[config.mk]
export PLATFORM = sky130hd
export DESIGN_NAME = mode_and_reset_control
export DESIGN_NICKNAME = d
export VERILOG_FILES = /design/src/pkg/mode_reset_pkg.sv /design/src/rtl/mode_and_reset_control.sv
export SDC_FILE = /design/constraint.sdc
export NUM_CORES = 1
export LEC_CHECK = 0
export BUFFER_PORTS_ARGS = -buffer_cell sky130_fd_sc_hd__buf_4
export CORE_ASPECT_RATIO = 0.75
export CORE_UTILIZATION = 52
export DETAILED_ROUTE_END_ITERATION = 12
export PLACE_DENSITY_LB_ADDON = 0.25
export SYNTH_ARGS = -nofsm -noshare
export SYNTH_HDL_FRONTEND = slang
export SYNTH_SLANG_ARGS = --single-unit
[constraint.sdc]
create_clock -name clock_in -period 2.6 [get_ports clock_in]
set_input_delay 0.13 -clock clock_in [delete_from_list [all_inputs] [get_ports clock_in]]
set_output_delay 0.13 -clock clock_in [all_outputs]
set_load 0.01 [all_outputs]
[src/pkg/mode_reset_pkg.sv]
package mode_reset_pkg;

   // clock
   localparam int CLK_HZ = 20000000;
   localparam int CLK_PERIOD_NS = 1000000000 / CLK_HZ;

   // times in their own units, then cycle counts (least times round up)
   localparam int WAKE_PULSE_NS = 10000;
   localparam int WAKE_CYCLES = (WAKE_PULSE_NS + CLK_PERIOD_NS - 1) / CLK_PERIOD_NS;
   localparam int DEBOUNCE_NS = 16000000;
   localparam int DEBOUNCE_CYCLES = (DEBOUNCE_NS + CLK_PERIOD_NS - 1) / CLK_PERIOD_NS;
   localparam int CPU_DELAY_CYCLES = 32768;
   localparam int SYS_DELAY_CYCLES = 16;

   // register byte offsets
   localparam logic [7:0] SYS_CONTROL_ONE_OFS = 8'h00;
   localparam logic [7:0] SYS_CONTROL_TWO_OFS = 8'h04;
   localparam logic [7:0] PORT_RESET_SELECT_A_OFS = 8'h08;
   localparam logic [7:0] PORT_RESET_SELECT_B_OFS = 8'h0c;
   localparam logic [7:0] PORT_RESET_SLEEP_OPTION_OFS = 8'h10;
   localparam logic [7:0] LEVEL_DETECT_CONTROL_OFS = 8'h14;
   localparam logic [7:0] DISPLAY_CONTROL_ONE_OFS = 8'h18;
   localparam logic [7:0] STATUS_OFS = 8'h1c;

   // field positions
   localparam int SLEEP_BIT = 0;
   localparam int SLEEP_ARM_BIT = 2;
   localparam int IN_SLEEP_BIT = 0;
   localparam int OSC_GUARD_OFF_BIT = 0;
   localparam int STROBE_SEL_LSB = 0;
   localparam int STATUS_MODE_LSB = 0;
   localparam int STATUS_INHIBIT_BIT = 2;
   localparam int STATUS_CAUSE_LSB = 3;

   // reset values
   localparam logic SLEEP_ARM_RST = 1'b0;
   localparam logic [3:0] SELECT_RST = 4'h0;
   localparam logic IN_SLEEP_RST = 1'b0;
   localparam logic OSC_GUARD_OFF_RST = 1'b0;
   localparam logic [1:0] STROBE_SEL_RST = 2'h0;

   // reset cause vector positions
   localparam int CAUSE_PIN = 0;
   localparam int CAUSE_PORT = 1;
   localparam int CAUSE_WDOG = 2;
   localparam int CAUSE_OSC = 3;
   localparam int CAUSE_SLEEP = 4;
   localparam int CAUSE_W = 5;

   typedef enum logic [1:0] {MODE_ACTIVE, MODE_STANDBY, MODE_SLEEP} mode_t;

endpackage

[src/rtl/mode_and_reset_control.sv]
// Implementation choices: register access over AHB-Lite and the placing of the registers.
`timescale 1ns/100ps
module mode_and_reset_control #(
   parameter int CPU_DELAY = mode_reset_pkg::CPU_DELAY_CYCLES,
   parameter int DEBOUNCE = mode_reset_pkg::DEBOUNCE_CYCLES,
   parameter int SYS_DELAY = mode_reset_pkg::SYS_DELAY_CYCLES,
   parameter int WAKE_FILTER = mode_reset_pkg::WAKE_CYCLES
) (
   // clock and power-on reset
   input wire logic clock_in,
   input wire logic srst_in,
   // ahb-lite slave
   input wire logic hsel_in,
   input wire logic [31:0] haddr_in,
   input wire logic [1:0] htrans_in,
   input wire logic hwrite_in,
   input wire logic [2:0] hsize_in,
   input wire logic [31:0] hwdata_in,
   input wire logic hready_in,
   output logic [31:0] hrdata_out,
   output logic hreadyout_out,
   output logic hresp_out,
   // cpu side
   input wire logic halt_in,
   input wire logic irq_pending_in,
   input wire logic watchdog_reset_in,
   output logic cpu_clock_enable_out,
   output logic cpu_reset_out,
   output logic sys_reset_out,
   // pins and oscillator
   input wire logic reset_pin_in,
   input wire logic [3:0] input_port_pin_in,
   input wire logic osc_stopped_in,
   input wire logic strobe_alt_in,
   output logic osc_enable_out,
   output logic strobe_out,
   // peripheral control
   input wire logic level_detect_busy_in,
   output logic periph_clock_enable_out,
   output logic level_detect_enable_out,
   output logic port_b_hiz_out,
   output logic serial_hiz_out,
   output logic buzzer_hiz_out,
   output logic input_port_enable_out,
   output logic [1:0] mode_out
);
   import mode_reset_pkg::*;

   localparam int SW = $clog2(SYS_DELAY + 1);
   localparam int CW = $clog2(CPU_DELAY + 1);
   localparam int DW = $clog2(DEBOUNCE + 1);
   localparam int WW = $clog2(WAKE_FILTER + 1);

   // one selected port A term
   function automatic logic port_reset_term(input logic sa, input logic sb, input logic pin);
      logic t;
      t = 1'b0;
      case ({sa, sb})
         2'b00: t = 1'b0;
         2'b01: t = pin;
         2'b10: t = ~pin;
         2'b11: t = 1'b1;
         default: t = 1'b0;
      endcase
      return t;
   endfunction

   mode_t mode_r;

   // synchronisers
   logic pin_meta_r, pin_sync_r;
   logic [3:0] port_meta_r, port_sync_r;
   logic osc_meta_r, osc_sync_r;

   // registers
   logic sleep_arm_r;
   logic [3:0] sel_a_r, sel_b_r;
   logic port_reset_in_sleep_r;
   logic osc_guard_off_r;
   logic [1:0] strobe_source_sel_r;
   logic [CAUSE_W-1:0] cause_r;

   // reset stretching
   logic [SW-1:0] sys_cnt_r;
   logic [CW-1:0] cpu_cnt_r;
   logic wake_inhibit_r;

   // filters
   logic [DW-1:0] deb_cnt_r [2];
   logic [WW-1:0] wake_cnt_r;
   logic [1:0] deb_raw;
   logic [1:0] deb_hit;

   // bus
   logic wr_pend_r;
   logic [7:0] wr_addr_r;
   logic [31:0] hrdata_r;

   logic level_detect_run_r;
   logic strobe_r;

   logic [3:0] term;
   logic combo;
   logic sleeping;
   logic wake;
   logic osc_loss;
   logic sleep_req;
   logic [CAUSE_W-1:0] src_vec;
   logic any_src;
   logic run_src;
   logic bus_take;

   assign sleeping = (mode_r == MODE_SLEEP);

   // two flops before any logic reads pins
   always_ff @(posedge clock_in) begin
      pin_meta_r <= reset_pin_in;
      pin_sync_r <= pin_meta_r;
      port_meta_r <= input_port_pin_in;
      port_sync_r <= port_meta_r;
      osc_meta_r <= osc_stopped_in;
      osc_sync_r <= osc_meta_r;
   end

   // port A combination
   always_comb begin
      for (int i = 0; i < 4; i++) begin
         term[i] = port_reset_term(sel_a_r[i], sel_b_r[i], port_sync_r[i]);
      end
   end

   // all-high selection gives a constant true, held as reset through the debouncer
   assign combo = &term;

   // debouncers, idle in sleep because there is no clock there in the real part
   assign deb_raw = {combo, pin_sync_r};

   always_ff @(posedge clock_in) begin
      for (int i = 0; i < 2; i++) begin
         if (srst_in || sleeping || !deb_raw[i]) begin
            deb_cnt_r[i] <= '0;
         end else if (deb_cnt_r[i] != DW'(DEBOUNCE)) begin
            deb_cnt_r[i] <= deb_cnt_r[i] + DW'(1);
         end
      end
   end

   always_comb begin
      for (int i = 0; i < 2; i++) begin
         deb_hit[i] = (deb_cnt_r[i] == DW'(DEBOUNCE));
      end
   end

   // wake filter stands in for the analogue filter on the reset pin
   always_ff @(posedge clock_in) begin
      if (srst_in || !sleeping || !pin_sync_r) begin
         wake_cnt_r <= '0;
      end else if (wake_cnt_r != WW'(WAKE_FILTER)) begin
         wake_cnt_r <= wake_cnt_r + WW'(1);
      end
   end

   assign wake = sleeping && ((wake_cnt_r == WW'(WAKE_FILTER)) ||
                              (port_reset_in_sleep_r && combo));

   assign osc_loss = !sleeping && osc_sync_r && !osc_guard_off_r &&
                     !wake_inhibit_r;

   always_comb begin
      src_vec = '0;
      src_vec[CAUSE_PIN] = deb_hit[0];
      src_vec[CAUSE_PORT] = deb_hit[1];
      src_vec[CAUSE_WDOG] = watchdog_reset_in && !sleeping;
      src_vec[CAUSE_OSC] = osc_loss;
      src_vec[CAUSE_SLEEP] = sleeping;
   end

   assign any_src = |src_vec;
   assign run_src = |src_vec[CAUSE_OSC:CAUSE_PIN];

   // system and cpu reset stretchers; power-on loads both
   always_ff @(posedge clock_in) begin
      if (srst_in || any_src) begin
         sys_cnt_r <= SW'(SYS_DELAY);
      end else if (sys_cnt_r != '0) begin
         sys_cnt_r <= sys_cnt_r - SW'(1);
      end
   end

   always_ff @(posedge clock_in) begin
      if (srst_in || any_src) begin
         cpu_cnt_r <= CW'(CPU_DELAY);
      end else if (cpu_cnt_r != '0) begin
         cpu_cnt_r <= cpu_cnt_r - CW'(1);
      end
   end

   // loss detection would fire on the cold-start oscillator, so hold it off
   always_ff @(posedge clock_in) begin
      if (srst_in) begin
         wake_inhibit_r <= 1'b0;
      end else if (wake) begin
         wake_inhibit_r <= 1'b1;
      end else if (cpu_cnt_r == '0) begin
         wake_inhibit_r <= 1'b0;
      end
   end

   assign sys_reset_out = (sys_cnt_r != '0);
   assign cpu_reset_out = (cpu_cnt_r != '0);

   // mode machine; a reset beats a sleep write in the same cycle
   always_ff @(posedge clock_in) begin
      if (srst_in) begin
         mode_r <= MODE_ACTIVE;
      end else begin
         case (mode_r)
            MODE_SLEEP: begin
               if (wake) begin
                  mode_r <= MODE_ACTIVE;
               end
            end
            MODE_ACTIVE: begin
               if (run_src) begin
                  mode_r <= MODE_ACTIVE;
               end else if (sleep_req) begin
                  mode_r <= MODE_SLEEP;
               end else if (halt_in && !cpu_reset_out) begin
                  mode_r <= MODE_STANDBY;
               end
            end
            MODE_STANDBY: begin
               if (run_src || irq_pending_in) begin
                  mode_r <= MODE_ACTIVE;
               end else if (sleep_req) begin
                  mode_r <= MODE_SLEEP;
               end
            end
            default: mode_r <= MODE_ACTIVE;
         endcase
      end
   end

   assign mode_out = mode_r;
   assign cpu_clock_enable_out = (mode_r == MODE_ACTIVE) && !cpu_reset_out;
   assign periph_clock_enable_out = !sleeping;
   assign osc_enable_out = !sleeping;
   assign port_b_hiz_out = sleeping;
   assign serial_hiz_out = sleeping;
   assign buzzer_hiz_out = sleeping;
   assign input_port_enable_out = !sleeping || port_reset_in_sleep_r;

   // detector keeps running in standby only until its measure ends
   always_ff @(posedge clock_in) begin
      if (srst_in) begin
         level_detect_run_r <= 1'b0;
      end else begin
         level_detect_run_r <= (mode_r == MODE_ACTIVE) ||
            ((mode_r == MODE_STANDBY) && level_detect_run_r && level_detect_busy_in);
      end
   end

   assign level_detect_enable_out = level_detect_run_r;

   always_ff @(posedge clock_in) begin
      if (srst_in) begin
         strobe_r <= 1'b1;
      end else if (strobe_source_sel_r == 2'h0) begin
         strobe_r <= cpu_reset_out;
      end else begin
         strobe_r <= strobe_alt_in;
      end
   end

   assign strobe_out = strobe_r;

   // ahb-lite: zero wait states, always okay
   assign bus_take = hsel_in && htrans_in[1] && hready_in;

   always_ff @(posedge clock_in) begin
      if (srst_in) begin
         wr_pend_r <= 1'b0;
         wr_addr_r <= 8'h00;
      end else begin
         wr_pend_r <= bus_take && hwrite_in;
         if (bus_take) begin
            wr_addr_r <= haddr_in[7:0];
         end
      end
   end

   assign sleep_req = wr_pend_r && (wr_addr_r == SYS_CONTROL_ONE_OFS) &&
                      hwdata_in[SLEEP_BIT] && sleep_arm_r;

   // option registers and sleep_arm survive every reset except power-on
   always_ff @(posedge clock_in) begin
      if (srst_in) begin
         sleep_arm_r <= SLEEP_ARM_RST;
         sel_a_r <= SELECT_RST;
         sel_b_r <= SELECT_RST;
         port_reset_in_sleep_r <= IN_SLEEP_RST;
      end else if (wr_pend_r) begin
         case (wr_addr_r)
            SYS_CONTROL_TWO_OFS: sleep_arm_r <= hwdata_in[SLEEP_ARM_BIT];
            PORT_RESET_SELECT_A_OFS: sel_a_r <= hwdata_in[3:0];
            PORT_RESET_SELECT_B_OFS: sel_b_r <= hwdata_in[3:0];
            PORT_RESET_SLEEP_OPTION_OFS: port_reset_in_sleep_r <= hwdata_in[IN_SLEEP_BIT];
            default: ;
         endcase
      end
   end

   // ordinary registers follow the system reset as well
   always_ff @(posedge clock_in) begin
      if (srst_in || sys_reset_out) begin
         osc_guard_off_r <= OSC_GUARD_OFF_RST;
         strobe_source_sel_r <= STROBE_SEL_RST;
      end else if (wr_pend_r) begin
         case (wr_addr_r)
            LEVEL_DETECT_CONTROL_OFS: osc_guard_off_r <= hwdata_in[OSC_GUARD_OFF_BIT];
            DISPLAY_CONTROL_ONE_OFS:
               strobe_source_sel_r <= hwdata_in[STROBE_SEL_LSB +: 2];
            default: ;
         endcase
      end
   end

   // last reset cause; power-on clears it
   always_ff @(posedge clock_in) begin
      if (srst_in) begin
         cause_r <= '0;
      end else if (any_src) begin
         cause_r <= src_vec;
      end
   end

   // read data prepared in the address phase
   always_ff @(posedge clock_in) begin
      if (srst_in) begin
         hrdata_r <= 32'h0000_0000;
      end else if (bus_take && !hwrite_in) begin
         hrdata_r <= 32'h0000_0000;
         case (haddr_in[7:0])
            SYS_CONTROL_ONE_OFS: hrdata_r[SLEEP_BIT] <= sleeping;
            SYS_CONTROL_TWO_OFS: hrdata_r[SLEEP_ARM_BIT] <= sleep_arm_r;
            PORT_RESET_SELECT_A_OFS: hrdata_r[3:0] <= sel_a_r;
            PORT_RESET_SELECT_B_OFS: hrdata_r[3:0] <= sel_b_r;
            PORT_RESET_SLEEP_OPTION_OFS: hrdata_r[IN_SLEEP_BIT] <= port_reset_in_sleep_r;
            LEVEL_DETECT_CONTROL_OFS: hrdata_r[OSC_GUARD_OFF_BIT] <= osc_guard_off_r;
            DISPLAY_CONTROL_ONE_OFS: hrdata_r[STROBE_SEL_LSB +: 2] <= strobe_source_sel_r;
            STATUS_OFS: begin
               hrdata_r[STATUS_MODE_LSB +: 2] <= mode_r;
               hrdata_r[STATUS_INHIBIT_BIT] <= wake_inhibit_r;
               hrdata_r[STATUS_CAUSE_LSB +: CAUSE_W] <= cause_r;
            end
            default: ;
         endcase
      end
   end

   assign hrdata_out = hrdata_r;
   assign hreadyout_out = 1'b1;
   assign hresp_out = 1'b0;

endmodule

==> impl_metrics.py <==
metrics = {
    "grt": {
        "grt_pass1_vias": 4557,
        "grt_pass1_wl_um": 21900,
        "grt_use_met3_pct": 6.26,
        "gr-usage-met1_pct": 31.8,
        "antenna_found_initial": 0,
        "busiest_layer": "met2",
        "grt_max_degree": 38,
        "gr-usage-met2_pct": 37.5,
        "grt.total_usage_pct": 24.1,
        "globalRouteOverflowTotal": 0,
    },
    "critical_path": {
        "slowest_delay_ps": 430,
        "required_ps": 2470,
        "cpMostUsedCell": "inv_1",
        "cp-end-kind": "output port",
        "slowest_stage": "and4_1",
        "start_kind": "flop",
        "criticalPathCategory": "reg -> out",
        "crit_path_cell_trace": "inv_1, ha_1, nor3b_1, and4_1, inv_1, nor3_1, buf_4",
        "path_max_fanout": 9,
        "critical_path_arrival_ps": 2270,
    },
    "run_status": {
        "violations": "DRC",
        "outcome": "finished with violations",
    },
    "synth": {
        "yosys.area.top_type_share_pct": 27.5,
        "syn_inst": 623,
        "avgSynthCellArea_um2": 9.46,
        "ys_seq_elements": 119,
        "synth_area_leaders": "dfxtp_1 28%, edfxtp_1 19%, mux2i_1 3.9%, buf_4 3.7%, nand2_1 3.6%",
        "ys_async_sr_fraction_pct": 0,
        "yosysWarnings": 0,
        "synth_area_mm2": 0.00589,
        "netlist.top_cell.by_area": "dfxtp_1",
        "seq_area_frac_synth_pct": 46.9,
        "synthFlopType": "dfxtp_1",
        "synth-edff-count": 38,
        "synth_cell_type_count": 57,
    },
    "final_layout": {
        "final_cells": 841,
        "layout.cells.most_common": "dfxtp_1",
        "layout.nets": 782,
        "area_growth_pct": 20.3,
        "seq_area_mm2": 0.00276,
        "final_cell_mix": "81 x dfxtp_1, 58 x buf_4, 57 x nand2_1, 44 x nor2_1, 40 x nor3_1",
        "drive_gt1_share_pct": 15.3,
        "n_antenna_cell": 0,
        "multi_input_area_mm2": 0.00285,
        "fillers": 882,
    },
    "clock_tree": {
        "path_clk_slew_ps": 60,
        "clkLatencyLatePin_ps": 430,
        "ctsRootBufferMaster": "clkbuf_16",
        "clock_path_buffers": 2,
        "postCtsSetupBuffers": 0,
        "cts_htree_levels": 4,
        "clock_sinks": 119,
        "cts_tree": "done",
        "numCtsBuffers": 17,
    },
    "route": {
        "wire_per_inst_um": 15.9,
        "vias": 4888,
        "routed_wl_um": 13400,
        "postRouteAntennaNets": 0,
        "vias_per_cell": 5.81,
        "drt_iter0_markers": 404,
        "route.detailed.drc": 8,
        "dr.pass1.iters": 9,
    },
    "die": {
        "die_y_um": 94.2,
        "fp.dieW_um": 125,
        "start_util_pct": 53.7,
        "core_mm2": 0.0110,
        "io_pins": 132,
        "die_area_mm2": 0.0118,
        "rows": 33,
    },
    "timing": {
        "tightest_slew_ps": 786,
        "finalHoldViolations": 0,
        "slew_viol_final": 0,
        "setup_viol": 0,
        "grt_setup_unrepaired": "false",
        "whs_ps": 25.3,
        "finalClockSkew_ps": 16.1,
        "fin_tns_setup_ps": 0,
        "relSlewSlack_pct": 47.6,
        "fin_crit_sh_pct": 92.2,
        "worst_slack_ps": 202,
        "fmax_mhz": 417,
        "fin_crit_ps": 2400,
    },
    "power_and_ir_drop": {
        "pwr-share-clk_pct": 51.9,
        "p_comb_share_pct": 6.2,
        "swShare_pct": 22.9,
        "p_switching_uw": 1080,
        "p_seq_share_pct": 41.9,
        "peakVddDrop_v": 0.000534,
        "p_per_area_mw_per_mm2": 665,
        "internal_power_uw": 3640,
        "leakage_uw": 0.00268,
        "total_power_uw": 4720,
    },
    "placed_design": {
        "dp.cells": 791,
        "io_buffers": 49,
        "post-place-ws_ps": 495,
        "gp_congestion": 0.809,
        "place_hpwl_um": 8850,
    },
    "min_path": {
        "hold_class": "in -> reg",
    },
    "job": {
        "drv_cap": 0,
    },
}
==> worst max-delay path: cells and delay by family, from the launching register on <==
family,cells,cell delay [ps]
simple gates,3,850
buf+inv,3,490
flops,1,320
fa+ha+maj,1,190
==> per-stage QoR <==
stage / utilization [%] / cell area, um2
final: 64.6 / 7090
after CTS: 64.5 / 7090
after floorplan: - / 5980
after global routing: 64.6 / 7090
after detailed placement: 57.2 / 6280
after global placement: 57.2 / 6280
==> repair_timing <==
action,in CTS,in global routing
hold buffers,18,0
resized for setup,0,1
hold endpoints to repair,21,0
endpoints found under the setup margin,0,1
==> power groups by stage <==
stage	logic, uW	clock network, uW	registers (uW)
2_1_floorplan	213	0	2000
3_3_place_gp	257	0	2010
3_5_place_dp	267	0	2010
4_1_cts	289	2480	1970
5_1_grt	323	2560	1980
6_report	293	2450	1980
==> state kept, by name, summed over array words and instances (netlist names), 2 cells and up <==
register	cells
hrdata_out	8
mode_out	2
deb_cnt_r	38
wr_addr_r	8
sel_a_r	4
strobe_source_sel_r	2
sel_b_r	4
port_sync_r	4
cause_r	5
wake_cnt_r	8
port_meta_r	4
sys_cnt_r	5
cpu_cnt_r	16
==> Yosys cell counts, drive strengths merged, types with 4 or more instances <==
master / count
dfxtp: 81
nor4: 11
nor3: 40
nand2b: 8
o21ai: 16
nand4: 10
nor3b: 4
inv: 17
or4: 19
nor4b: 4
clkbuf: 20
or3: 18
xnor2: 14
a211oi: 22
nand3: 32
ha: 9
and3: 8
edfxtp: 38
buf: 34
and4: 4
nand2: 57
o31ai: 11
or4b: 5
nor2: 44
xor2: 20
a21oi: 19
mux2i: 23
==> cell type report <==
class | count | area share (%)
clock inverter | 12 | 1.92
multi-input combinational | 457 | 40.2
clock buffer | 20 | 6.90
tap | 140 | 2.47
timing repair buffer | 76 | 8.68
inverter | 17 | 0.900
sequential | 119 | 39.0
==> cell families after synthesis <==
group | synth area share, %
simple gates | 25.4
flops | 46.9
compound gates | 9.89
buf+inv | 6.43
xor+xnor | 5.05
mux | 4.29
fa+ha+maj | 1.91
other cells | 0.127
==> final timing paths <==
| path | cells after the start | startpoint | slack [ps] | end |
|---|---|---|---|---|
| setup / recovery | 7 | cpu_cnt_r[0] | 200 | cpu_clock_enable_out |
| hold / removal | 3 | haddr_in[3] | 30 | wr_addr_r[3] |
| setup reg to reg | 4 | deb_cnt_r[1][7] | 450 | deb_cnt_r[1][18] |
| hold reg to reg | 0 | port_meta_r[3] | 330 | port_sync_r[3] |
==> per-layer routing <==
metal	share of wire, %	routed length, um
met3	4.8	636
met4	1.6	216
met5	0	0
met2	45	6040
met1	48	6460
No activity file was read; power rests on OpenSTA's default activity.
